[config.mk]
export PLATFORM = sky130hd
export DESIGN_NAME = uefr_top
export DESIGN_NICKNAME = d
export VERILOG_FILES = /design/src/pkg/uefr_pkg.sv /design/src/pkg/uefr_cfg_if.sv /design/src/rtl/uefr_top.sv /design/src/rtl/uefr_hyst.sv /design/src/rtl/uefr_outsel.sv
export SDC_FILE = /design/constraint.sdc
export NUM_CORES = 1
export LEC_CHECK = 0
export BUFFER_PORTS_ARGS = -buffer_cell sky130_fd_sc_hd__buf_2
export CAP_MARGIN = 30
export CORE_MARGIN = 2
export CORE_UTILIZATION = 45
export DETAILED_ROUTE_END_ITERATION = 10
export PLACE_DENSITY_LB_ADDON = 0.25
export REMOVE_ABC_BUFFERS = 1
export SYNTH_ARGS = -nofsm -noshare
export SYNTH_HDL_FRONTEND = slang
export SYNTH_SLANG_ARGS = --single-unit
[constraint.sdc]
create_clock -name SYS_CLK_I -period 1.5 [get_ports SYS_CLK_I]
set_input_delay 0.075 -clock SYS_CLK_I [delete_from_list [all_inputs] [get_ports SYS_CLK_I]]
set_output_delay 0.075 -clock SYS_CLK_I [all_outputs]
set_load 0.02 [all_outputs]
[src/pkg/uefr_pkg.sv]
// package: offsets, fields, reset values and hysteresis type of the enhanced feature registers
package uefr_pkg;
	localparam logic [2:0] OFS_TRIG_LEVEL = 3'h0; // write-only trigger level, shares 0 with count
	localparam logic [2:0] OFS_LEVEL_COUNT = 3'h0; // read-only fifo level count
	localparam logic [2:0] OFS_FEATURE_CTRL = 3'h1; // feature control
	localparam logic [2:0] OFS_ALT_FUNC = 3'h2; // alternate function
	localparam logic [2:0] OFS_ADV_SPECIAL = 3'h4; // advanced special
	localparam logic [7:0] LINE_CTRL_ENH_KEY = 8'hBF; // line control value opening the bank
	localparam int LINE_CTRL_DLAB_BIT = 7; // line control divisor-latch bit
	localparam int ENH_FUNC_SEL_BIT = 4; // enhanced function bit 4 picks alt/adv
	localparam logic [7:0] RST_TRIG = 8'h00; // trigger level reset
	localparam logic [7:0] RST_COUNT = 8'h00; // level count reset
	localparam logic [7:0] RST_FEATURE = 8'h20; // feature control reset
	localparam logic [7:0] RST_ALT = 8'h00; // alternate function reset
	localparam logic [7:0] RST_ADV = 8'h00; // advanced special reset
	localparam logic [6:0] TRIG_MAX = 7'h40; // largest legal table D trigger
	localparam int TRIG_SEL_BIT = 7; // trigger write target select
	localparam int CNT_SEL_BIT = 7; // level count fifo flag
	localparam int FEAT_TABLE_HI = 5; // table select high bit
	localparam int FEAT_TABLE_LO = 4; // table select low bit
	localparam int FEAT_HYST_HI = 3; // hysteresis select high bit
	localparam logic [1:0] TABLE_D = 2'h3; // table D code
	localparam int ALT_OUT_SEL_BIT = 1; // multifunction output select
	localparam int ADV_RS485_BIT = 7; // rs485 control access enable
	localparam int ADV_TX_DIS_BIT = 6; // transmitter disable
	localparam int ADV_RX_DIS_BIT = 5; // receiver disable
	localparam int ADV_IR_FAST_BIT = 4; // infrared fast mode
	localparam logic [7:0] ALT_WR_MASK = 8'h02; // writable bits of alternate function
	localparam logic [7:0] FEAT_WR_MASK = 8'h3F; // writable bits of feature control
	localparam logic [1:0] IR_PULSE_3_16 = 2'h0; // 3/16 bit-time pulse, up to 115.2 kbps
	localparam logic [1:0] IR_PULSE_1_4 = 2'h1; // 1/4 bit-time pulse, up to 1.152 Mbps
	typedef logic [5:0] uefr_hyst_t; // hysteresis in characters
	typedef enum logic [1:0] {UEFR_TAB_A, UEFR_TAB_B, UEFR_TAB_C, UEFR_TAB_D} uefr_table_e;
endpackage

[src/pkg/uefr_cfg_if.sv]
// interface: raw register contents carried from the register bank to the output logic
`timescale 1ns/1ps
interface uefr_cfg_if;
	logic [7:0] feature; // feature control contents
	logic [7:0] alt; // alternate function contents
	logic [7:0] adv; // advanced special contents
	modport src (output feature, alt, adv);
	modport dst (input feature, alt, adv);
endinterface

[src/rtl/uefr_top.sv]
// module: per-channel enhanced feature register bank on the parallel register port
//
// Summary of operation
// RULE_01: trigger register at 0 when line control BF
// RULE_02: bit 7 picks receive or transmit trigger
// RULE_03: trigger value limited to 0x00..0x40
// RULE_04: level count readable at 0 when BF
// RULE_05: count bit 7 names the reported fifo
// RULE_06: each count read swaps reported fifo
// RULE_07: count bits 6:0 give characters held
// RULE_08: feature control at 1, reset 20
// RULE_09: feature bits 5:4 pick trigger table
// RULE_10: feature bits 3:0 pick hysteresis size
// RULE_11: hysteresis applies only with table D
// RULE_12: alternate function at 2, gated access
// RULE_13: alternate bit 1 picks multifunction source
// RULE_14: advanced special at 4, gated access
// RULE_15: advanced bit 7 opens rs485 register
// RULE_16: advanced bit 6 disables transmitter
// RULE_17: advanced bit 5 disables receiver
// RULE_18: bit 4 clear gives 3/16 pulses
// RULE_19: bit 4 set gives 1/4 pulses
// RULE_20: offset 0 writes trigger, reads count
`timescale 1ns/1ps
module uefr_top
	import uefr_pkg::*;
(
	input wire logic SYS_CLK_I, // uart clock
	input wire logic RST_N_I, // synchronous reset, active low
	input wire logic [2:0] ADDR_I, // register address
	input wire logic WR_I, // one-cycle write strobe
	input wire logic RD_I, // one-cycle read strobe
	input wire logic [7:0] WDATA_I, // write data
	output logic [7:0] RDATA_O, // registered read data
	output logic RHIT_O, // read hit this bank, registered
	input wire logic [7:0] LINE_CONTROL_I, // line control register contents
	input wire logic [7:0] ENHANCED_FUNCTION_I, // enhanced function register contents
	input wire logic MODEM_CONTROL_BIT3_I, // modem control bit 3
	input wire logic BAUD_CLK_I, // baud clock, true level
	input wire logic [6:0] RX_FIFO_LEVEL_I, // receive fifo characters
	input wire logic [6:0] TX_FIFO_LEVEL_I, // transmit fifo characters
	output logic [6:0] RECEIVE_TRIGGER_LEVEL_O, // receive trigger level, table D
	output logic [6:0] TRANSMIT_TRIGGER_LEVEL_O, // transmit trigger level, table D
	output uefr_pkg::uefr_table_e TABLE_SEL_O, // selected trigger table
	output uefr_pkg::uefr_hyst_t HYSTERESIS_O, // auto-rts hysteresis characters
	output logic MULTIFUNCTION_OUTPUT_N_O, // multifunction pin, active low
	output logic TX_DISABLE_O, // transmitter disabled
	output logic RX_DISABLE_O, // receiver disabled
	output logic RS485_ACCESS_O, // rs485 register reachable
	output logic [1:0] IR_PULSE_O // infrared pulse width code
);
	uefr_cfg_if cfg (); // bank contents to the helpers
	logic enh_sel; // line control holds the key
	logic dlab_sel; // divisor bit set, key absent
	logic [6:0] rx_trig_r; // receive trigger level
	logic [6:0] tx_trig_r; // transmit trigger level
	logic cnt_sel_r; // 0 reports receive, 1 transmit
	logic [7:0] feature_r; // feature control
	logic [7:0] alt_r; // alternate function
	logic [7:0] adv_r; // advanced special
	logic wr_trig, wr_feat, wr_alt, wr_adv; // decoded write strobes
	logic rd_cnt, rd_feat, rd_alt, rd_adv; // decoded read strobes
	logic [7:0] rdata_nxt; // read mux result

	// decode; key and divisor window are mutually exclusive
	assign enh_sel = (LINE_CONTROL_I == LINE_CTRL_ENH_KEY);
	assign dlab_sel = LINE_CONTROL_I[LINE_CTRL_DLAB_BIT] && !enh_sel;
	assign wr_trig = WR_I && enh_sel && (ADDR_I == OFS_TRIG_LEVEL); // see RULE_01 RULE_20
	assign rd_cnt = RD_I && enh_sel && (ADDR_I == OFS_LEVEL_COUNT); // see RULE_04 RULE_20
	assign wr_feat = WR_I && enh_sel && (ADDR_I == OFS_FEATURE_CTRL); // see RULE_08
	assign rd_feat = RD_I && enh_sel && (ADDR_I == OFS_FEATURE_CTRL);
	assign wr_alt = WR_I && dlab_sel && !ENHANCED_FUNCTION_I[ENH_FUNC_SEL_BIT]
		&& (ADDR_I == OFS_ALT_FUNC); // see RULE_12
	assign rd_alt = RD_I && dlab_sel && !ENHANCED_FUNCTION_I[ENH_FUNC_SEL_BIT]
		&& (ADDR_I == OFS_ALT_FUNC);
	assign wr_adv = WR_I && dlab_sel && ENHANCED_FUNCTION_I[ENH_FUNC_SEL_BIT]
		&& (ADDR_I == OFS_ADV_SPECIAL); // see RULE_14
	assign rd_adv = RD_I && dlab_sel && ENHANCED_FUNCTION_I[ENH_FUNC_SEL_BIT]
		&& (ADDR_I == OFS_ADV_SPECIAL);

	// trigger levels; out-of-range values are software's fault and are clamped
	always_ff @(posedge SYS_CLK_I)
	begin
		if (!RST_N_I)
		begin
			rx_trig_r <= RST_TRIG[6:0];
			tx_trig_r <= RST_TRIG[6:0];
		end
		else if (wr_trig)
		begin
			if (WDATA_I[TRIG_SEL_BIT]) // see RULE_02
				tx_trig_r <= (WDATA_I[6:0] > TRIG_MAX) ? TRIG_MAX : WDATA_I[6:0]; // see RULE_03
			else
				rx_trig_r <= (WDATA_I[6:0] > TRIG_MAX) ? TRIG_MAX : WDATA_I[6:0]; // see RULE_03
		end
	end

	// fifo report select flips after every count read
	always_ff @(posedge SYS_CLK_I)
	begin
		if (!RST_N_I)
			cnt_sel_r <= RST_COUNT[CNT_SEL_BIT];
		else if (rd_cnt)
			cnt_sel_r <= !cnt_sel_r; // see RULE_06
	end

	// control registers; feature and alternate reserved bits never store, advanced special stores all bits
	always_ff @(posedge SYS_CLK_I)
	begin
		if (!RST_N_I)
		begin
			feature_r <= RST_FEATURE;
			alt_r <= RST_ALT;
			adv_r <= RST_ADV;
		end
		else
		begin
			if (wr_feat)
				feature_r <= WDATA_I & FEAT_WR_MASK; // see RULE_08
			if (wr_alt)
				alt_r <= WDATA_I & ALT_WR_MASK; // see RULE_13
			if (wr_adv)
				adv_r <= WDATA_I; // see RULE_14
		end
	end

	// read mux; unmatched reads return zero and no hit
	always_comb
	begin
		rdata_nxt = 8'h00;
		if (rd_cnt) // see RULE_05 RULE_07
			rdata_nxt = {cnt_sel_r, cnt_sel_r ? TX_FIFO_LEVEL_I : RX_FIFO_LEVEL_I};
		else if (rd_feat)
			rdata_nxt = feature_r;
		else if (rd_alt)
			rdata_nxt = alt_r;
		else if (rd_adv)
			rdata_nxt = adv_r;
	end

	// read data register, held until the next read
	always_ff @(posedge SYS_CLK_I)
	begin
		if (!RST_N_I)
		begin
			RDATA_O <= 8'h00;
			RHIT_O <= 1'b0;
		end
		else
		begin
			RHIT_O <= rd_cnt || rd_feat || rd_alt || rd_adv;
			if (RD_I)
				RDATA_O <= rdata_nxt;
		end
	end

	assign cfg.feature = feature_r;
	assign cfg.alt = alt_r;
	assign cfg.adv = adv_r;
	assign RECEIVE_TRIGGER_LEVEL_O = rx_trig_r;
	assign TRANSMIT_TRIGGER_LEVEL_O = tx_trig_r;

	uefr_hyst u_hyst (
		.cfg(cfg),
		.hyst_o(HYSTERESIS_O),
		.table_o(TABLE_SEL_O)
	);

	uefr_outsel u_outsel (
		.cfg(cfg),
		.modem_ctrl_bit3_i(MODEM_CONTROL_BIT3_I),
		.baud_clk_i(BAUD_CLK_I),
		.multifunction_output_n_o(MULTIFUNCTION_OUTPUT_N_O),
		.tx_disable_o(TX_DISABLE_O),
		.rx_disable_o(RX_DISABLE_O),
		.rs485_access_o(RS485_ACCESS_O),
		.ir_pulse_o(IR_PULSE_O)
	);
endmodule

[src/rtl/uefr_hyst.sv]
// module: auto-rts hysteresis decode, gated to table D
`timescale 1ns/1ps
module uefr_hyst
	import uefr_pkg::*;
(
	uefr_cfg_if.dst cfg, // configuration from the bank
	output uefr_pkg::uefr_hyst_t hyst_o, // hysteresis characters
	output uefr_pkg::uefr_table_e table_o // selected trigger table
);
	logic [3:0] sel; // hysteresis select code
	uefr_hyst_t raw; // decoded value before gating
	assign sel = cfg.feature[FEAT_HYST_HI:0];
	assign table_o = uefr_table_e'(cfg.feature[FEAT_TABLE_HI:FEAT_TABLE_LO]); // see RULE_09
	// table lookup; codes 1100..1111 are out of order on purpose
	always_comb
	begin
		case (sel) // see RULE_10
			4'h0: raw = 6'h00;
			4'h1: raw = 6'h04;
			4'h2: raw = 6'h06;
			4'h3: raw = 6'h08;
			4'h4: raw = 6'h08;
			4'h5: raw = 6'h10;
			4'h6: raw = 6'h18;
			4'h7: raw = 6'h20;
			4'h8: raw = 6'h28;
			4'h9: raw = 6'h2C;
			4'hA: raw = 6'h30;
			4'hB: raw = 6'h34;
			4'hC: raw = 6'h0C;
			4'hD: raw = 6'h14;
			4'hE: raw = 6'h1C;
			default: raw = 6'h24;
		endcase
	end
	// other tables carry no hysteresis
	assign hyst_o = (table_o == UEFR_TAB_D) ? raw : 6'h00; // see RULE_11
endmodule

[src/rtl/uefr_outsel.sv]
// module: multifunction pin source, channel disables and infrared pulse select
`timescale 1ns/1ps
module uefr_outsel
	import uefr_pkg::*;
(
	uefr_cfg_if.dst cfg, // configuration from the bank
	input wire logic modem_ctrl_bit3_i, // modem control bit 3
	input wire logic baud_clk_i, // baud clock output, true level
	output logic multifunction_output_n_o, // multifunction pin, active low
	output logic tx_disable_o, // transmitter disabled
	output logic rx_disable_o, // receiver disabled
	output logic rs485_access_o, // rs485 register reachable
	output logic [1:0] ir_pulse_o // infrared pulse width code
);
	// pin source chosen by one bit, both sources inverted
	assign multifunction_output_n_o = cfg.alt[ALT_OUT_SEL_BIT] ? ~baud_clk_i
		: ~modem_ctrl_bit3_i; // see RULE_13
	assign rs485_access_o = cfg.adv[ADV_RS485_BIT]; // see RULE_15
	assign tx_disable_o = cfg.adv[ADV_TX_DIS_BIT]; // see RULE_16
	assign rx_disable_o = cfg.adv[ADV_RX_DIS_BIT]; // see RULE_17
	// slow mode 3/16, fast mode 1/4
	assign ir_pulse_o = cfg.adv[ADV_IR_FAST_BIT] ? IR_PULSE_1_4 // see RULE_19
		: IR_PULSE_3_16; // see RULE_18
endmodule

==> results.json <==
{
  "grt_max_degree": 32,
  "cp-start-kind": "flip-flop",
  "setup_ws_ns": 0.145,
  "setup_viol": 0,
  "antenna_found_initial": 0,
  "cp_top_family": "multiplexers",
  "netlist_area_sq_um": 2330,
  "muxShareOfSynthArea_pct": 14.0,
  "hp-class": "primary input to flip-flop",
  "hold_slack_ns": 0.0582,
  "cts_root_buf": "clkbuf_8",
  "ant_nets": 0,
  "critPathRequiredTime_ns": 1.70,
  "io_pins": 84,
  "ys_seq_elements": 44,
  "hold_viol": 0,
  "seq_area_frac_synth_pct": 37.9,
  "overflow": 0,
  "start_util_pct": 46.1,
  "layout-drive-gt1-share_pct": 34.3,
  "cts.repair.resized": 0,
  "wl_um": 5570,
  "remaining_drc_errors": 0,
  "nNetsFinal": 388,
  "dieArea_sq_um": 5760,
  "crit_top_cell": "mux2_2",
  "powerDensity_nw_per_um2": 737,
  "dp_hpwl_um": 4190,
  "clk_path_buf_depth": 2,
  "ys.flop_type": "dfxtp_1",
  "place.gp.congestion": 0.864,
  "timing.fmax_mhz": 738,
  "cp_slowest_cell": "dfxtp_1",
  "async_flop_share_pct": 0,
  "maxCapViolCount": 0,
  "synth-simple-area-share_pct": 28.0,
  "syn_inst": 259,
  "finalCritPeriodShare_pct": 90.4,
  "portBuffers": 74,
  "core_sq_um": 5040,
  "fin_crit_ns": 1.36,
  "synth_cell_types": 45,
  "dpl_worst_slack_ns": -0.0300,
  "avgSynthCellArea_sq_um": 8.98,
  "rsz0062_at_grt": "no",
  "die_h_um": 75.9,
  "cts_buffers": 5,
  "wl_per_cell_um": 13.5,
  "peakVddDrop_mv": 0.534,
  "vias_per_cell": 5.00,
  "post_cts_buffers": 0,
  "clock_latency_ns": 0.29,
  "final-max-slew-violation-count": 0,
  "num_antenna_cells": 0,
  "num_rows": 26,
  "r2r_cells": 5,
  "p_total_mw": 2.14,
  "met3_usage_pct": 3.97,
  "grt.total_usage_pct": 19.6,
  "grt_pass1_wl_um": 8650,
  "drt-initial-drc-count": 111,
  "fp.dieW_um": 75.9,
  "worstSetupEndpointType": "flip-flop",
  "synth_edf_count": 0,
  "critPathMaxStageDelay_ns": 0.36,
  "met2_usage_pct": 33.0,
  "cp.arrival_ns": 1.56,
  "outcome": "finished clean",
  "yosysWarnings": 0,
  "synth_most_common_cell": "nand2_1",
  "synth-xor-area-share_pct": 0.377,
  "cp-endpoint": "u_hyst.raw[2]$_DFF_P_",
  "ff2ff_setup_slack_ns": 0.14,
  "vias": 2056,
  "yosys-top-cells-count": "46 x nand2_1, 44 x dfxtp_1, 25 x mux2i_1, 25 x nor2b_1, 14 x o21ai_0",
  "path_cells": "nor2b_1 -> mux2_2 -> mux2_2 -> a2bb2oi_2 -> nor2b_2",
  "synth_fa_ha_area_share_pct": 0,
  "path_depth": 5,
  "nFillCells": 473,
  "crit_type": "flip-flop to flip-flop",
  "grt_pass1_vias": 1859,
  "syn_to_final_growth_pct": 24.7,
  "synth_compound_area_share_pct": 13.5,
  "rr_startpoint": "cfg.feature[1]$_SDFFE_PN0N_",
  "leakage_nw": 1.31,
  "synth_top_family_by_area": "simple AND/OR/NAND/NOR gates",
  "crit_path_start": "cfg.feature[1]$_SDFFE_PN0N_",
  "htreeDepth": 2,
  "clkSinkCount": 44,
  "cts.clk_slew.worst_paths_ns": 0.08,
  "cts_hold_buf": 0,
  "critPathMaxFanout": 5,
  "busiest_layer": "met2",
  "fin_skew_ns": 0.00631,
  "yosys.area.top_type": "dfxtp_1",
  "met1_usage_pct": 24.8,
  "critPathBufInv": 0,
  "holdPathStages": 3,
  "cts_tree": "done",
  "rr_endpoint": "u_hyst.raw[2]$_DFF_P_",
  "fin_util_pct": 57.5,
  "synthTopCellsByArea": "dfxtp_1 38%, mux2i_1 11%, nand2_1 7.4%",
  "firstDrtPassIters": 4,
  "netlist.area_leader.share_pct": 37.9
}
[power breakdown]
group	switching, mW	internal (mW)
registers	0.00647	1.18
logic	0.131	0.104
clock network	0.404	0.316
[logic make-up after synthesis]
| group | Yosys count |
|---|---|
| xor gates and xnor gates | 1 |
| DFF | 44 |
| AOI/OAI and AO/OA | 43 |
| muxes | 31 |
| other | 1 |
| buffers and inverters | 23 |
| and+or+nand+nor | 116 |
[worst min-delay path by stage]
stage                           from                     endpoint  slack [ns]
after floorplan              RST_N_I  cfg.feature[5]$_SDFFE_PN1N_        0.15
after global placement    WDATA_I[5]  cfg.feature[5]$_SDFFE_PN1N_        0.34
after detailed placement  WDATA_I[5]  cfg.feature[5]$_SDFFE_PN1N_        0.36
after CTS                 WDATA_I[4]        adv_r[4]$_SDFFE_PN0P_        0.06
after global routing      WDATA_I[5]  cfg.feature[5]$_SDFFE_PN1N_        0.06
final                     WDATA_I[4]        adv_r[4]$_SDFFE_PN0P_        0.06
[state kept, by name, indices dropped and copies added (netlist names)]
signal                    count
cnt_sel_r                     1
adv_r                         8
u_hyst.raw                    5
RECEIVE_TRIGGER_LEVEL_O       7
RHIT_O                        1
TRANSMIT_TRIGGER_LEVEL_O      7
alt_r                         1
RDATA_O                       8
cfg.feature                   6
[layout make-up]
cell class	instances	area, sq um	area share, %
Clock buffer	5	68.8	2.37
Clock inverter	2	12.5	0.431
Inverter	3	11.3	0.388
Multi-Input combinational cell	193	1310	45.1
Sequential cell	44	881	30.4
Tap cell	70	87.6	3.02
Timing Repair Buffer	94	533	18.4
[layer usage]
metal | up-vias | wire (um)
met4 | 0 | 84
met2 | 48 | 2670
met5 | - | 0
li1 | 1054 | -
met3 | 12 | 235
met1 | 942 | 2570
[per-stage QoR]
| step | cell area [sq um] | std cells | setup TNS, ns |
|---|---|---|---|
| 2_1_floorplan | 2200 | 240 | 0 |
| 3_3_place_gp | 2820 | 404 | -0.0129 |
| 3_5_place_dp | 2820 | 404 | -0.134 |
| 4_1_cts | 2900 | 411 | 0 |
| 5_1_grt | 2900 | 411 | 0 |
| 6_report | 2900 | 411 | 0 |
[worst reg2reg max path: cells and delay by family, from the launching register on]
family           cells  cell delay, ns
flip-flops           1            0.36
AO/OA/AOI/OAI        1            0.15
AND/OR/NAND/NOR      2            0.22
multiplexers         2            0.54
[layout by cell type, fill, tap and decap left out, drive strengths merged, types with 2 or more instances in the layout]
master / n
conb: 2
clkbuf: 5
a211oi: 2
o21ai: 14
mux2: 6
nand3: 11
and3: 7
a21boi: 11
nand3b: 3
nand2: 46
nor2: 5
a31oi: 9
nand2b: 3
buf: 94
and4: 2
nor2b: 26
nand4: 3
dfxtp: 44
and2: 2
mux2i: 25
inv: 3
o311a: 2
(Power assumes the default switching activity.)
